===== src/logic/uefm_pkg.sv =====
// Package with register map, field positions, timing and carriers for the USB event flag block
package uefm_pkg;

  // ***************************************************************
  // Register map (byte offsets)
  // ***************************************************************
  localparam logic [7:0] OFS_FLAGS_MASKS = 8'h00;
  localparam logic [7:0] OFS_NAK_STATUS = 8'h04;
  localparam logic [7:0] OFS_NAK_SELECT = 8'h08;
  localparam logic [7:0] OFS_DONE_STATUS = 8'h0c;
  localparam logic [7:0] OFS_DONE_SELECT = 8'h10;
  localparam logic [7:0] OFS_ZLEN_STATUS = 8'h14;
  localparam logic [7:0] OFS_CONTROL = 8'h18;

  // ***************************************************************
  // Field positions
  // ***************************************************************
  localparam int FLAG_LSB = 0;
  localparam int MASK_LSB = 8;
  localparam int BIT_SETUP = 0;
  localparam int BIT_STATUS_ARRIVED = 1;
  localparam int BIT_STATUS_DONE = 2;
  localparam int BIT_ZLEN = 3;
  localparam int BIT_SOF = 4;
  localparam int BIT_EP0_DONE = 5;
  localparam int BIT_EP_DONE = 6;
  localparam int BIT_NAK = 7;
  localparam int CTRL_SELF_FRAME = 0;

  // ***************************************************************
  // Reset values and valid-endpoint mask
  // ***************************************************************
  localparam logic [7:0] RST_FLAGS = 8'h00;
  localparam logic [7:0] RST_MASKS = 8'h00;
  localparam logic [7:0] RST_EP = 8'h00;
  localparam logic [7:0] EP_VALID = 8'hfe;
  localparam logic [31:0] RST_RDATA = 32'h0000_0000;
  localparam logic RST_WAIT = 1'b1;
  localparam logic RST_SELF_FRAME = 1'b0;
  localparam logic RST_LINE = 1'b0;

  // ***************************************************************
  // Timing
  // ***************************************************************
  localparam int unsigned CLK_PERIOD_NS = 25;
  localparam int unsigned FRAME_TIME_NS = 1000000;
  localparam int unsigned FRAME_CYCLES = FRAME_TIME_NS / CLK_PERIOD_NS;

  // ***************************************************************
  // Types
  // ***************************************************************
  typedef enum logic [0:0] {
    BUS_IDLE = 1'b0,
    BUS_ACK = 1'b1
  } uefm_bus_e;

  typedef struct packed {
    logic ep0_setup;
    logic ep0_status_done;
    logic ep0_status_arrived;
    logic ep0_done;
    logic sof_token;
    logic ctrl_rd_status_stage;
    logic [7:0] nak_ep;
    logic [7:0] done_ep;
    logic [7:0] zlen_ep;
  } uefm_events_s;

  typedef struct packed {
    logic nak;
    logic ep_done;
    logic ep0_done;
    logic sof;
    logic zlen;
    logic status_done;
    logic status_arrived;
    logic setup;
  } uefm_irq_s;

endpackage


===== src/logic/uefm_event_flags.sv =====
// Event flags, line masks, per-endpoint status and Avalon-MM register slave
//
// The register offsets and register access over Avalon-MM were left to the implementer.
`timescale 1ns/1ps

// Notes on behaviour
// - Mask bit 15 zero lets NAK flag drive NAK line; one blocks it.
// - Mask bit 14 gates other-endpoint transfer flag onto its line.
// - Mask bit 13 gates endpoint-zero transfer flag onto its line.
// - Mask bit 12 gates start-of-frame flag onto frame line.
// - Mask bit 11 gates zero-length flag onto its line.
// - Mask bit 10 gates status-done flag onto its line.
// - Mask bit 9 gates status-arrived flag onto its line.
// - Mask bit 8 gates setup flag onto setup line.
// - Flag bit 7 sets when a non-zero endpoint sends NAK.
// - Only endpoints enabled in the NAK select register set the NAK flag.
// - Writing one to NAK flag clears per-endpoint NAK status.
// - Flag bit 6 sets when a non-zero endpoint enabled in the done select register completes a transfer.
// - Writing one to flag 6 clears per-endpoint transfer status.
// - Flag bit 5 sets when endpoint zero transfer completes.
// - Flag bit 4 sets on frame token, or each counted frame in self mode.
// - Flag bit 3 sets on zero-length packet at a selected endpoint.
// - No zero-length flag for control read status-stage packet.
// - Writing one to flag 3 clears per-endpoint zero-length status.
// - Setup flag sets on setup token for endpoint zero.
// - Status-done flag sets when endpoint-zero status stage completes.
// - Status-arrived flag sets when status packet arrives in control read.
module uefm_event_flags #(
  parameter int unsigned FRAME_CYCLES = uefm_pkg::FRAME_CYCLES
) (
  // Clock and reset
  input wire logic sys_clk,
  input wire logic sys_rst,
  // Avalon-MM slave
  input wire logic [7:0] avs_address,
  input wire logic avs_read,
  input wire logic avs_write,
  input wire logic [31:0] avs_writedata,
  input wire logic [3:0] avs_byteenable,
  output logic [31:0] avs_readdata,
  output logic avs_waitrequest,
  // Controller events
  input wire uefm_pkg::uefm_events_s events,
  // Interrupt lines
  output uefm_pkg::uefm_irq_s irq_lines
);

  // ***************************************************************
  // Storage
  // ***************************************************************
  uefm_pkg::uefm_bus_e bus_state_reg;
  logic [7:0] flags_reg;
  logic [7:0] flags_next;
  logic [7:0] masks_reg;
  logic [7:0] nak_status_reg;
  logic [7:0] nak_select_reg;
  logic [7:0] done_status_reg;
  logic [7:0] done_select_reg;
  logic [7:0] zlen_status_reg;
  logic self_frame_reg;
  logic [31:0] frame_count_reg;
  logic [31:0] readdata_reg;
  logic waitrequest_reg;
  logic line_nak_reg;
  logic line_ep_done_reg;
  logic line_ep0_done_reg;
  logic line_sof_reg;
  logic line_zlen_reg;
  logic line_sdone_reg;
  logic line_sarr_reg;
  logic line_setup_reg;

  // ***************************************************************
  // Bus decode
  // ***************************************************************
  logic req_new;
  logic wr_commit;
  logic lane0;
  logic lane1;
  logic wr_flags;
  logic wr_nak_sel;
  logic wr_done_sel;
  logic wr_ctrl;
  logic [31:0] rd_value;

  assign req_new = (avs_read | avs_write) & (bus_state_reg == uefm_pkg::BUS_IDLE);
  assign wr_commit = avs_write & (bus_state_reg == uefm_pkg::BUS_ACK);
  assign lane0 = avs_byteenable[0];
  assign lane1 = avs_byteenable[1];
  assign wr_flags = wr_commit & (avs_address == uefm_pkg::OFS_FLAGS_MASKS);
  assign wr_nak_sel = wr_commit & (avs_address == uefm_pkg::OFS_NAK_SELECT);
  assign wr_done_sel = wr_commit & (avs_address == uefm_pkg::OFS_DONE_SELECT);
  assign wr_ctrl = wr_commit & (avs_address == uefm_pkg::OFS_CONTROL);

  always_comb begin
    if (avs_address == uefm_pkg::OFS_FLAGS_MASKS) begin
      rd_value = {16'h0000, masks_reg, flags_reg};
    end else if (avs_address == uefm_pkg::OFS_NAK_STATUS) begin
      rd_value = {24'h000000, nak_status_reg};
    end else if (avs_address == uefm_pkg::OFS_NAK_SELECT) begin
      rd_value = {24'h000000, nak_select_reg};
    end else if (avs_address == uefm_pkg::OFS_DONE_STATUS) begin
      rd_value = {24'h000000, done_status_reg};
    end else if (avs_address == uefm_pkg::OFS_DONE_SELECT) begin
      rd_value = {24'h000000, done_select_reg};
    end else if (avs_address == uefm_pkg::OFS_ZLEN_STATUS) begin
      rd_value = {24'h000000, zlen_status_reg};
    end else if (avs_address == uefm_pkg::OFS_CONTROL) begin
      rd_value = {31'h0000_0000, self_frame_reg};
    end else begin
      rd_value = 32'h0000_0000;
    end
  end

  // ***************************************************************
  // Bus handshake
  // ***************************************************************
  always_ff @(posedge sys_clk or posedge sys_rst) begin
    if (sys_rst) begin
      bus_state_reg <= uefm_pkg::BUS_IDLE;
    end else begin
      case (bus_state_reg)
        uefm_pkg::BUS_IDLE: begin
          if (req_new) begin
            bus_state_reg <= uefm_pkg::BUS_ACK;
          end
        end
        default: begin
          bus_state_reg <= uefm_pkg::BUS_IDLE;
        end
      endcase
    end
  end

  // One wait cycle per request; low for exactly the answer cycle
  always_ff @(posedge sys_clk or posedge sys_rst) begin
    if (sys_rst) begin
      waitrequest_reg <= uefm_pkg::RST_WAIT;
    end else if (req_new) begin
      waitrequest_reg <= 1'b0;
    end else begin
      waitrequest_reg <= 1'b1;
    end
  end

  // Read data is captured at acceptance so it stands through the answer cycle
  always_ff @(posedge sys_clk or posedge sys_rst) begin
    if (sys_rst) begin
      readdata_reg <= uefm_pkg::RST_RDATA;
    end else if (req_new) begin
      readdata_reg <= rd_value;
    end
  end

  // ***************************************************************
  // Software controls
  // ***************************************************************
  always_ff @(posedge sys_clk or posedge sys_rst) begin
    if (sys_rst) begin
      masks_reg <= uefm_pkg::RST_MASKS;
    end else if (wr_flags && lane1) begin
      masks_reg <= avs_writedata[uefm_pkg::MASK_LSB +: 8];
    end
  end

  // Endpoint zero can never be selected
  always_ff @(posedge sys_clk or posedge sys_rst) begin
    if (sys_rst) begin
      nak_select_reg <= uefm_pkg::RST_EP;
    end else if (wr_nak_sel && lane0) begin
      nak_select_reg <= avs_writedata[7:0] & uefm_pkg::EP_VALID;
    end
  end

  always_ff @(posedge sys_clk or posedge sys_rst) begin
    if (sys_rst) begin
      done_select_reg <= uefm_pkg::RST_EP;
    end else if (wr_done_sel && lane0) begin
      done_select_reg <= avs_writedata[7:0] & uefm_pkg::EP_VALID;
    end
  end

  always_ff @(posedge sys_clk or posedge sys_rst) begin
    if (sys_rst) begin
      self_frame_reg <= uefm_pkg::RST_SELF_FRAME;
    end else if (wr_ctrl && lane0) begin
      self_frame_reg <= avs_writedata[uefm_pkg::CTRL_SELF_FRAME];
    end
  end

  // ***************************************************************
  // Frame period counter
  // ***************************************************************
  logic frame_tick;

  assign frame_tick = self_frame_reg & (frame_count_reg == FRAME_CYCLES - 1);

  always_ff @(posedge sys_clk or posedge sys_rst) begin
    if (sys_rst) begin
      frame_count_reg <= 32'h0000_0000;
    end else if (!self_frame_reg || frame_tick) begin
      frame_count_reg <= 32'h0000_0000;
    end else begin
      frame_count_reg <= frame_count_reg + 32'h0000_0001;
    end
  end

  // ***************************************************************
  // Per-endpoint status
  // ***************************************************************
  logic [7:0] w1c;
  logic [7:0] nak_ev;
  logic [7:0] done_ev;
  logic [7:0] zlen_ev;

  assign w1c = (wr_flags && lane0) ? avs_writedata[uefm_pkg::FLAG_LSB +: 8] : 8'h00;
  assign nak_ev = events.nak_ep & uefm_pkg::EP_VALID;
  assign done_ev = events.done_ep & uefm_pkg::EP_VALID;
  // Zero-length data of a control read status stage is not reported
  assign zlen_ev = events.zlen_ep & ~{7'h00, events.ctrl_rd_status_stage};

  // New events win over a clear in the same cycle
  always_ff @(posedge sys_clk or posedge sys_rst) begin
    if (sys_rst) begin
      nak_status_reg <= uefm_pkg::RST_EP;
    end else begin
      nak_status_reg <= (w1c[uefm_pkg::BIT_NAK] ? 8'h00 : nak_status_reg) | nak_ev;
    end
  end

  always_ff @(posedge sys_clk or posedge sys_rst) begin
    if (sys_rst) begin
      done_status_reg <= uefm_pkg::RST_EP;
    end else begin
      done_status_reg <= (w1c[uefm_pkg::BIT_EP_DONE] ? 8'h00 : done_status_reg) | done_ev;
    end
  end

  always_ff @(posedge sys_clk or posedge sys_rst) begin
    if (sys_rst) begin
      zlen_status_reg <= uefm_pkg::RST_EP;
    end else begin
      zlen_status_reg <= (w1c[uefm_pkg::BIT_ZLEN] ? 8'h00 : zlen_status_reg) | zlen_ev;
    end
  end

  // ***************************************************************
  // Summary flags
  // ***************************************************************
  logic [7:0] set_ev;

  always_comb begin
    set_ev = 8'h00;
    set_ev[uefm_pkg::BIT_NAK] = |(nak_ev & nak_select_reg);
    set_ev[uefm_pkg::BIT_EP_DONE] = |(done_ev & done_select_reg);
    set_ev[uefm_pkg::BIT_EP0_DONE] = events.ep0_done;
    set_ev[uefm_pkg::BIT_SOF] = events.sof_token | frame_tick;
    set_ev[uefm_pkg::BIT_ZLEN] = |(zlen_ev & nak_select_reg);
    set_ev[uefm_pkg::BIT_STATUS_DONE] = events.ep0_status_done;
    set_ev[uefm_pkg::BIT_STATUS_ARRIVED] = events.ep0_status_arrived;
    set_ev[uefm_pkg::BIT_SETUP] = events.ep0_setup;
    flags_next = (flags_reg & ~w1c) | set_ev;
  end

  always_ff @(posedge sys_clk or posedge sys_rst) begin
    if (sys_rst) begin
      flags_reg <= uefm_pkg::RST_FLAGS;
    end else begin
      flags_reg <= flags_next;
    end
  end

  // ***************************************************************
  // Interrupt lines
  // ***************************************************************
  // Lines follow the next flag value so they rise in the same cycle as the flag
  always_ff @(posedge sys_clk or posedge sys_rst) begin
    if (sys_rst) begin
      line_nak_reg <= uefm_pkg::RST_LINE;
    end else begin
      line_nak_reg <= flags_next[uefm_pkg::BIT_NAK] & ~masks_reg[uefm_pkg::BIT_NAK];
    end
  end

  always_ff @(posedge sys_clk or posedge sys_rst) begin
    if (sys_rst) begin
      line_ep_done_reg <= uefm_pkg::RST_LINE;
    end else begin
      line_ep_done_reg <= flags_next[uefm_pkg::BIT_EP_DONE] & ~masks_reg[uefm_pkg::BIT_EP_DONE];
    end
  end

  always_ff @(posedge sys_clk or posedge sys_rst) begin
    if (sys_rst) begin
      line_ep0_done_reg <= uefm_pkg::RST_LINE;
    end else begin
      line_ep0_done_reg <= flags_next[uefm_pkg::BIT_EP0_DONE] & ~masks_reg[uefm_pkg::BIT_EP0_DONE];
    end
  end

  always_ff @(posedge sys_clk or posedge sys_rst) begin
    if (sys_rst) begin
      line_sof_reg <= uefm_pkg::RST_LINE;
    end else begin
      line_sof_reg <= flags_next[uefm_pkg::BIT_SOF] & ~masks_reg[uefm_pkg::BIT_SOF];
    end
  end

  always_ff @(posedge sys_clk or posedge sys_rst) begin
    if (sys_rst) begin
      line_zlen_reg <= uefm_pkg::RST_LINE;
    end else begin
      line_zlen_reg <= flags_next[uefm_pkg::BIT_ZLEN] & ~masks_reg[uefm_pkg::BIT_ZLEN];
    end
  end

  always_ff @(posedge sys_clk or posedge sys_rst) begin
    if (sys_rst) begin
      line_sdone_reg <= uefm_pkg::RST_LINE;
    end else begin
      line_sdone_reg <= flags_next[uefm_pkg::BIT_STATUS_DONE] & ~masks_reg[uefm_pkg::BIT_STATUS_DONE];
    end
  end

  always_ff @(posedge sys_clk or posedge sys_rst) begin
    if (sys_rst) begin
      line_sarr_reg <= uefm_pkg::RST_LINE;
    end else begin
      line_sarr_reg <= flags_next[uefm_pkg::BIT_STATUS_ARRIVED] & ~masks_reg[uefm_pkg::BIT_STATUS_ARRIVED];
    end
  end

  always_ff @(posedge sys_clk or posedge sys_rst) begin
    if (sys_rst) begin
      line_setup_reg <= uefm_pkg::RST_LINE;
    end else begin
      line_setup_reg <= flags_next[uefm_pkg::BIT_SETUP] & ~masks_reg[uefm_pkg::BIT_SETUP];
    end
  end

  assign avs_readdata = readdata_reg;
  assign avs_waitrequest = waitrequest_reg;
  assign irq_lines = uefm_pkg::uefm_irq_s'({line_nak_reg, line_ep_done_reg, line_ep0_done_reg, line_sof_reg,
                                            line_zlen_reg, line_sdone_reg, line_sarr_reg, line_setup_reg});

endmodule


===== config.mk =====
export PLATFORM = sky130hd
export DESIGN_NAME = uefm_event_flags
export DESIGN_NICKNAME = d
export VERILOG_FILES = /design/src/logic/uefm_pkg.sv /design/src/logic/uefm_event_flags.sv
export SDC_FILE = /design/constraint.sdc
export NUM_CORES = 1
export LEC_CHECK = 0
export BUFFER_PORTS_ARGS = -buffer_cell sky130_fd_sc_hd__buf_2
export CORE_MARGIN = 2
export CORE_UTILIZATION = 45
export CTS_CLUSTER_DIAMETER = 60
export DETAILED_ROUTE_END_ITERATION = 10
export HOLD_SLACK_MARGIN = 0.1
export PLACE_DENSITY = 0.78
export REMOVE_ABC_BUFFERS = 1
export SETUP_SLACK_MARGIN = 0.2
export SKIP_LAST_GASP = 1
export SLEW_MARGIN = 20
export SYNTH_ARGS = -nofsm -noshare
export SYNTH_HDL_FRONTEND = slang
export SYNTH_SLANG_ARGS = --single-unit

===== constraint.sdc =====
create_clock -name sys_clk -period 4 [get_ports sys_clk]
set_input_delay 1 -clock sys_clk [delete_from_list [all_inputs] [get_ports sys_clk]]
set_output_delay 1 -clock sys_clk [all_outputs]
set_load 0.03 [all_outputs]

==> metrics, run 1 <==
max_slew headroom=0.455; peak supply drop=between 0.2 and 0.3 mV; Core ar.=0.0113 mm^2; # setup viols final=0; worst path required time=about 4.3 ns; Via Count=approximately 4000; Final nets=620; slowest CP cell=or4_1; Max Clk Rate=364 MHz; TritonCTS Sinks=111; total I/O pin count=~120; Root Buffer=clkbuf_16; Static Leak=2.58 nW; period utilisation layout=0.688; Post-DRT Antenna Nets=0; pwr dens=400 mW/mm^2; most common cell after layout, fill and taps aside=dfrtp_1; Worst setup EP type=flip-flop; commonest non-fill, non-tap cells in the layout=dfrtp_1 (110), buf_2 (82), nor2_1 (33); total CTS buffers=9; vias per cell=5.78; FF-to-FF path depth=6; Max stage delay on crit path=around 0.75 ns; WL per Instance=between 15 and 20 um; global-route wire length before repair=20200 um; vias in the first global route=4017; RSZ-0062 raised after global routing=false; Setup Buffers After CTS=0; register area share after synthesis=0.535; setup tns final=0 ns; DRC=0; Tot GR Track Use=0.203; GR Overflow Total=0; max reg flops=32; Slew @ Worst Pin=0.811 ns; largest cells by area after synthesis=dfrtp_1 (53%), mux2_2 (5.0%), a21o_1 (4.2%), buf_4 (3.5%), xor2_1 (3.0%); Die Y=about 110 um; Ys Warns=0; Worst Path Class, Setup=in -> reg; CP startpoint kind=input pin; worst-path cell chain=buf_2 > or4_1 > nor3_2 > nand2_1 > a21o_1 > nor2b_1; GPL Wtd Cong=0.861; CP arrival=roughly 3.0 ns; max-slew violation count=0; Clk Latency, worst-skew pair=0.36 ns; outcome=completed; Clk pin slew, worst setup/hold paths=0.08 ns; initial antenna violation count=0; ys async rst share=1.00; row cnt=39; largest net degree at the start of global routing=60; Synth-to-Final Area Change=14.1%; hold violation total from the final report=0; ys flop type=dfrtp_1; EDFF count, synth=0; IO buf count=82; CTS tree=done; Max Cap Viol=0; Critical Path Stages=6; post-cts sizing count=0; Initial Util=0.458; CP max FO=9; DRT Wirelength=12100 um; Mapped Area=between 0.005 and 0.006 mm^2; hold path cells=1; DRT iter0 DRCs=413; Clock Path Buffers=2; DP Wirelength=8780 um; critical path's top delay family=simple AND/OR/NAND/NOR gates; Mapped Cells=around 470; # diodes=0; Cell variety after synth=50; Fin Clk Skew=0.0101 ns; Tmin final=2.75 ns; Synth area leader=dfrtp_1; mean post-synth cell area=11.0 um^2; share of layout cells above drive strength 1=0.247; width of the die=111 um; Synth top area share=0.530; DIE AREA=0.0124 mm^2; Pre-antenna DRT Iters=5; CTS HTree Levels=3; WP buf/inv=1; hold_buf cts=0; Tightest Hold Check Type=reg -> reg; Synth Register Bits=between 100 and 150; minimum hold slack=0.450 ns
cell type report:
class                   instances  area, um^2
clock buffers                   9         225
clock inverters                 7        72.6
fillers                       984        5400
inverters                       5        21.3
multi-input cells             329        2200
flip-flops and latches        111        2780
well taps                     143         179
repair buffers                 85         445
kinds of logic after synthesis:
family,count (synthesis),share of synthesized area
AOI/OAI and AO/OA,102,0.137
buffers and inverters,46,0.0521
and+or+nand+nor,156,0.168
DFF,111,0.535
xor gates and xnor gates,23,0.0388
adders and majority gates,1,0.00241
other,1,0.000723
muxes,31,0.0653
report_power, final:
part	internal (W)	switching [W]
Sequential	0.00117	0.0000248
Clock	0.000444	0.000451
Combinational	0.0000852	0.000192
metrics by stage:
step	instance area [um^2]	setup slack, ns	power (W)	utilization	cells
after floorplan	4990	0.0710	0.00138	-	445
after global placement	5620	0.947	0.00149	0.497	673
after detailed placement	5620	0.892	0.00149	0.497	673
after CTS	5920	1.28	0.00239	0.523	689
after global routing	5920	1.20	0.00246	0.523	689
final	5920	1.25	0.00237	0.523	689
path summary, 6_finish.rpt:
| check | startpoint | slack (ns) | to |
|---|---|---|---|
| worst max-delay path | avs_address[4] | 1.25 | line_zlen_reg |
| min in group asynchronous | sys_rst | 0.74 | frame_count_reg[27] |
| max in group asynchronous | sys_rst | 2.49 | avs_waitrequest |
| worst min register to register | masks_reg[5] | 0.45 | line_ep0_done_reg |
| worst min-delay path | masks_reg[5] | 0.45 | line_ep0_done_reg |
| worst max register to register | frame_count_reg[0] | 1.75 | frame_count_reg[30] |
synthesized netlist by cell type, types with 3 or more instances:
cell type / n
and4_1: 4
xor2_1: 18
a22oi_1: 13
o22ai_1: 14
nor2b_1: 16
nor4_1: 5
buf_4: 24
mux2_2: 23
inv_1: 5
nand3_1: 24
nor3_1: 6
or3_1: 5
nand2_1: 24
and3_1: 8
a222oi_1: 3
a22o_1: 8
clkbuf_1: 9
nand4_1: 7
a21o_1: 29
xnor2_1: 5
a31oi_1: 9
mux2i_1: 8
buf_2: 6
o21ai_0: 8
nor2_1: 33
dfrtp_1: 110
nand2b_1: 9
a21oi_1: 11
routing by layer:
layer / track usage / vias to the layer above / routed length, um
met5: 0 / - / 0
met4: 0.0700 / 0 / 289
met3: 0.0484 / 21 / 802
met2: 0.329 / 163 / 5870
met1: 0.269 / 1986 / 5150
li1: - / 1811 / -
(Power assumes the default switching activity.)
==> run 2: changes to the inputs <==
--- a/config.mk
+++ b/config.mk
@@ -5,13 +5,14 @@
 export SDC_FILE = /design/constraint.sdc
 export NUM_CORES = 1
 export LEC_CHECK = 0
+export ABC_AREA = 1
 export BUFFER_PORTS_ARGS = -buffer_cell sky130_fd_sc_hd__buf_2
 export CORE_MARGIN = 2
 export CORE_UTILIZATION = 45
 export CTS_CLUSTER_DIAMETER = 60
 export DETAILED_ROUTE_END_ITERATION = 10
 export HOLD_SLACK_MARGIN = 0.1
-export PLACE_DENSITY = 0.78
+export PLACE_DENSITY = 0.75
 export REMOVE_ABC_BUFFERS = 1
 export SETUP_SLACK_MARGIN = 0.2
 export SKIP_LAST_GASP = 1
==> constraint.sdc (replaced) <==
create_clock -name sys_clk -period 2.8 [get_ports sys_clk]
set_input_delay 0.7 -clock sys_clk [delete_from_list [all_inputs] [get_ports sys_clk]]
set_output_delay 0.7 -clock sys_clk [all_outputs]
set_load 0.03 [all_outputs]
==> run 2 against run 1 <==
Wire length up 8.2%. Global-route usage up 1.1 points. Largest power group unchanged. Register-to-register slack worse by 0.99 ns. Highest routed layer is now met5. Flip-flop and latch count unchanged. Combinational power is 90% higher. Utilization rose by 0.40 points. Cell count increased by 37%. Clock power is 41% higher. Design area rose by 7.8%. Die area increased by 8.2%.
==> metrics, run 2 <==
TritonCTS Sinks=111 (unchanged); DRT Wirelength=13100 um (+8.2%); hold_buf cts=0 (unchanged); Net Sw Frac=0.290 (+0.00822); Post-Layout Cell Count=944 (+37%); CP startpoint kind=flip-flop; WP buf/inv=0 (-1); Post-DRT Antenna Nets=0 (unchanged); Synth area leader=dfrtp_1; Final nets=850 (+37%); Psw=0.00104 W (+56%); hold violation total from the final report=0 (unchanged); Mapped Cells=695 (+48%); Gate power share=0.147 (+0.030); ys async rst share=1.00 (unchanged); commonest non-fill, non-tap cells in the layout=nand2_1 (173), dfrtp_1 (110), nor2_1 (98); max-slew violation count=0 (unchanged); Worst Path Class, Setup=reg -> reg; worst-path cell chain=ha_1 > nand2_1 > nor2_1 > nand2_1 > nor2_1 > nand2_1 > nand2_2 > nor3_1; GPL Wtd Cong=0.907 (+5.4%); Synth-to-Final Area Change=13.3%; dpl cells=928 (+38%); Clock Path Buffers=2 (unchanged); WL per Instance=13.9 um (-21%); row cnt=40 (+2.6%); Slew @ Worst Pin=0.773 ns (-0.0382 ns); RSZ-0062 raised after global routing=false; share of layout cells above drive strength 1=0.170 (-0.0771); minimum hold slack=0.293 ns (-0.157 ns); Via Count=4611 (+16%); Setup Buffers After CTS=0 (unchanged); most common cell after layout, fill and taps aside=nand2_1; CP max FO=30 (+21); total CTS buffers=9 (unchanged); period utilisation layout=0.730; Fin Clk Skew=0.0106 ns (+0.000500 ns); Ys Warns=0 (unchanged); Root Buffer=clkbuf_16; Setup WS post-layout=0.756 ns (-0.493 ns); # setup viols final=0 (unchanged); Tot GR Track Use=0.214 (+0.0114); Tightest Hold Check Type=in -> async; most frequent cell after synthesis=nand2_1; DRC=0 (unchanged); DRT iter0 DRCs=257 (-38%); Worst setup EP type=flip-flop; Max stage delay on crit path=0.45 ns (-0.30 ns); register area share after synthesis=0.494 (-0.0419); post-cts sizing count=0 (unchanged); Static Leak=3.24 nW (+26%); worst path required time=3.01 ns (-1.24 ns); Synth top cells by count=nand2_1 (173), dfrtp_1 (110), nor2_1 (98); # diodes=0 (unchanged); total I/O pin count=119 (unchanged); Cell variety after synth=43 (-14%); initial antenna violation count=1 (+1); pre-CTS WS=0.654 ns (-0.238 ns); CP arrival=2.25 ns (-0.76 ns); largest cells by area after synthesis=dfrtp_1 (49%), nand2_1 (12%), nor2_1 (6.5%), inv_1 (5.2%), buf_4 (3.3%); Core ar.=0.0121 mm^2 (+7.0%); Synth Register Bits=111 (unchanged); Tmin final=2.04 ns; CP dominant cell by count=nand2_1; Max Clk Rate=between 400 and 500 MHz; width of the die=116 um (+4.0%); max reg flops=32 (unchanged); vias in the first global route=4364 (+8.6%); CTS HTree Levels=3 (unchanged); EDFF count, synth=0 (unchanged); mean post-synth cell area=8.10 um^2 (-26%); Initial Util=0.465 (+0.00643); IO buf count=82 (unchanged); pwr dens=561 mW/mm^2 (+40%); Max Cap Viol=0 (unchanged); max_slew headroom=0.484 (+0.0291); largest net degree at the start of global routing=59 (-1.7%); DP Wirelength=9990 um (+14%); peak supply drop=0.488 mV (+67%); Reg power frac=0.500 (-0.005); Synth top area share=0.489 (-0.0415); critical path's top delay family=simple AND/OR/NAND/NOR gates; P_int=0.00254 W (+49%); Die Y=116 um (+4.0%); Clk Latency, worst-skew pair=0.36 ns (about the same); ys flop type=dfrtp_1; GR Overflow Total=0 (unchanged); slowest CP cell=nand2_2; Mapped Area=0.00563 mm^2 (+8.5%); clock power share=0.353 (-0.025); DIE AREA=0.0134 mm^2 (+8.2%); Clk pin slew, worst setup/hold paths=0.08 ns (about the same); vias per cell=4.88 (-15%); global-route wire length before repair=22000 um (+8.9%); outcome=completed; CTS tree=done; Pre-antenna DRT Iters=5 (unchanged)
==> run 2: cell count changes in the layout (fill, tap and decap cells not counted), sizes merged, moves of 23 or more <==
cell / before / now
inv: 10 / 86
nor2: 33 / 102
mux2: 23 / 0
nand2: 24 / 178
o21ai: 8 / 40
a21o: 29 / 4
==> run 2: through the flow <==
step	utilization	TNS, ns	power [W]	cell area [um^2]
finish	0.527	0	0.00358	6380
global route	0.527	0	0.00376	6380
CTS	0.527	0	0.00360	6380
detailed placement	0.503	0	0.00234	6090
global placement	0.503	0	0.00234	6090
floorplan	-	-91.24	0.00217	5420
==> run 2: layout make-up <==
type	instances	area [um^2]
Timing Repair Buffer	87	460
Multi-Input combinational cell	478	2320
Inverter	84	323
Clock inverter	4	33.8
Fill cell	1195	5730
Tap cell	168	210
Clock buffer	12	256
Sequential cell	111	2780
==> run 2: cells by family (layout without fill, tap and decap cells) <==
| kind of cell | Yosys count | after routing | share of synthesized area |
|---|---|---|---|
| XOR/XNOR | 20 | 20 | 0.0311 |
| other | 1 | 16 | 0.000666 |
| buffers and inverters | 121 | 187 | 0.105 |
| flip-flops | 111 | 111 | 0.494 |
| adder cells (fa/ha/maj) | 1 | 1 | 0.00222 |
| AO/OA/AOI/OAI | 87 | 87 | 0.0951 |
| AND/OR/NAND/NOR | 354 | 354 | 0.273 |
==> run 2: path summary, 6_finish.rpt <==
path                                         start                   to  slack [ns]  cells after the start
worst max-delay path            frame_count_reg[0]   frame_count_reg[7]        0.76                      8
worst min-delay path                       sys_rst         line_sof_reg        0.29                      2
worst max register to register  frame_count_reg[0]   frame_count_reg[7]        0.76                      8
worst min register to register        masks_reg[0]       line_setup_reg        0.45                      1
max in group asynchronous                  sys_rst  frame_count_reg[16]        1.82                      3
min in group sys_clk                  masks_reg[0]       line_setup_reg        0.45                      1
==> run 2: worst register-to-register path: cells and delay by family (launching register included) <==
kind	cells	cell delay, ns
adder cells (fa/ha/maj)	1	0.24
flip-flops	1	0.43
AND/OR/NAND/NOR	7	1.22
==> run 2: layer usage <==
metal | share of wire | GRT usage | vias to the layer above
li1 | - | - | 2303
met1 | 0.45 | 0.296 | 2136
met2 | 0.46 | 0.332 | 146
met3 | 0.066 | 0.0570 | 24
met4 | 0.020 | 0.0667 | 2
met5 | 0.00099 | 0 | -
==> run 2: power by group through the flow <==
stage / logic, W / clock network (W) / registers [W]
after floorplan: 0.000305 / 0 / 0.00186
after global placement: 0.000514 / 0 / 0.00182
after detailed placement: 0.000524 / 0 / 0.00182
after CTS: 0.000528 / 0.00128 / 0.00179
after global routing: 0.000598 / 0.00136 / 0.00181
final: 0.000525 / 0.00126 / 0.00179
==> run 3: changes to the inputs <==
--- a/config.mk
+++ b/config.mk
@@ -5,14 +5,14 @@
 export SDC_FILE = /design/constraint.sdc
 export NUM_CORES = 1
 export LEC_CHECK = 0
-export ABC_AREA = 1
+export ABC_AREA = 0
 export BUFFER_PORTS_ARGS = -buffer_cell sky130_fd_sc_hd__buf_2
 export CORE_MARGIN = 2
 export CORE_UTILIZATION = 45
 export CTS_CLUSTER_DIAMETER = 60
 export DETAILED_ROUTE_END_ITERATION = 10
 export HOLD_SLACK_MARGIN = 0.1
-export PLACE_DENSITY = 0.75
+export PLACE_DENSITY = 0.78
 export REMOVE_ABC_BUFFERS = 1
 export SETUP_SLACK_MARGIN = 0.2
 export SKIP_LAST_GASP = 1
==> constraint.sdc (replaced) <==
create_clock -name sys_clk -period 1.7 [get_ports sys_clk]
set_input_delay 0.425 -clock sys_clk [delete_from_list [all_inputs] [get_ports sys_clk]]
set_output_delay 0.425 -clock sys_clk [all_outputs]
set_load 0.03 [all_outputs]
==> run 3 against run 2 <==
The run now ends with negative setup slack left. Clock skew fell by 0.0017 ns. Critical path depth decreased by 3. Utilization up 10 points. Flip-flop and latch count did not move. Largest cell class unchanged.
==> metrics, run 3 (same netlist as run 1, synthesis figures left out) <==
Hold Crit Endpoint=done_status_reg[4]; CP startpoint kind=flip-flop; Clock Path Buffers=2 (unchanged); vias in the first global route=4468 (+2.4%); hold path cells=2; global-route wire length before repair=22100 um (+0.63%); Tmin final=1.77 ns (-0.276 ns); Synth-to-Final Area Change=36.7%; min-delay src=events[12]; Max Cap Viol=0 (unchanged); Fin Clk Skew=0.00890 ns (-0.00170 ns); Initial Util=0.458 (-0.00643); pwr dens=799 mW/mm^2 (+42%); Reg-to-Reg Start=frame_count_reg[11]; Worst setup EP type=flip-flop; RSZ-0062 raised after global routing=true; GR Overflow Total=0 (unchanged); # diodes=0 (unchanged); Via Count=4438 (-3.8%); commonest non-fill, non-tap cells in the layout=dfrtp_1 (109), buf_2 (77), buf_4 (65); Core ar.=0.0113 mm^2 (-6.5%); CTS HTree Levels=3 (unchanged); share of layout cells above drive strength 1=0.430 (+0.260); TritonCTS Sinks=111 (unchanged); Final nets=709 (-17%); vias per cell=5.70 (+17%); DIE AREA=0.0124 mm^2 (-7.6%); max reg flops=32 (unchanged); Clk Latency, worst-skew pair=0.36 ns (about the same); CP arrival=2.05 ns (-0.20 ns); Die Y=111 um (-3.8%); Pre-antenna DRT Iters=6 (+1); Static Leak=3.22 nW (-0.63%); max-slew violation count=0 (unchanged); Max Clk Rate=566 MHz (+16%); fillers=853 (-29%); DRC=0 (unchanged); Worst Path Class, Setup=reg -> reg; width of the die=111 um (-3.8%); Worst R2R Setup Slack=-0.07 ns (-0.82 ns); failing checks=negative setup slack; FF-to-FF path depth=5 (-3); DRT iter0 DRCs=373 (+45%); # setup viols final=37 (+37); Root Buffer=clkbuf_16; WL per Instance=18.4 um (+33%); DP Wirelength=9910 um (-0.76%); CTS tree=done; row cnt=39 (-2.5%); dpl cells=745 (-20%); IO buf count=82 (unchanged); outcome=complete, but fails checks; Tot GR Track Use=0.225 (+0.0115); largest net degree at the start of global routing=32 (-46%); RR Endpoint=frame_count_reg[28]; Reg area=0.00278 mm^2 (about the same); DRT Wirelength=14300 um (+9.2%); peak supply drop=0.844 mV (+73%); initial antenna violation count=0 (-1); Clk pin slew, worst setup/hold paths=0.08 ns (about the same); worst path required time=1.98 ns (-1.03 ns); Design Power=0.00567 W (+58%); CP max FO=3 (-90%); GPL Wtd Cong=0.852 (-6.1%); pre-CTS WS=-0.489 ns (-1.14 ns); most common cell after layout, fill and taps aside=dfrtp_1; total CTS buffers=9 (unchanged); Tightest Hold Check Type=in -> reg; period utilisation layout=1.04 (+0.310); Setup WS post-layout=-0.0677 ns (-0.824 ns); area of the multi-input gates=0.00254 mm^2 (+9.6%); total I/O pin count=119 (unchanged); hold violation total from the final report=0 (unchanged); Post-DRT Antenna Nets=0 (unchanged); Post-Layout Cell Count=778 (-18%)
## run 3: timing repair
item	in CTS	in global routing
hold buffers	1	0
cloned	0	2
gates resized for setup	68	38
endpoints found under the hold margin	25	0
endpoints found under the setup margin	107	109
setup buffers	8	6
pin swaps	59	26
## run 3: where the power goes
part	total [W]	internal, W	switching [W]
clock	0.00205	0.00106	0.000984
sequential	0.00283	0.00276	0.0000726
combinational	0.000792	0.000297	0.000495
total	0.00567	0.00412	0.00155
## run 3: layout make-up
type / count / share of cell area
Clock buffer: 11 / 0.0342
Clock inverter: 5 / 0.00652
Inverter: 5 / 0.00300
Multi-Input combinational cell: 329 / 0.358
Sequential cell: 111 / 0.392
Tap cell: 143 / 0.0252
Timing Repair Buffer: 174 / 0.181
## run 3: routing by layer
metal  routed length (um)  global-route usage  vias to the layer above
li1                     -                   -                     1989
met1                 5420               0.270                     2230
met2                 7490               0.398                      192
met3                  991              0.0561                       27
met4                  406              0.0774                        0
met5                    0                   0                        -
## run 3: how the worst max path moves through the flow
stage	startpoint	endpoint	slack (ns)	cells after the start
after detailed placement	avs_address[4]	avs_readdata[2]	-0.49	6
after CTS	frame_count_reg[21]	frame_count_reg[9]	-0.04	6
after global placement	avs_address[4]	line_sof_reg	-0.46	7
after global routing	frame_count_reg[11]	frame_count_reg[28]	-0.20	5
final	frame_count_reg[11]	frame_count_reg[28]	-0.07	5
after floorplan	sys_rst	avs_readdata[0]	-1.65	1
## run 3: worst max-delay path, cell delays in order, from the launching register on
cell	delay, ns
dfrtp_1	0.39
nand4_1	0.24
nor4_2	0.35
nand3_1	0.18
or3_4	0.40
a21oi_2	0.14
## run 3: per-stage QoR
stage	hold slack, ns	util	TNS, ns	instance area (um^2)
floorplan	0.422	-	-203.05	4990
global placement	0.437	0.548	-29.65	6200
detailed placement	0.441	0.548	-32.44	6200
CTS	0.245	0.606	-0.659	6860
global route	0.248	0.627	-4.58	7100
finish	0.258	0.627	-1.67	7100
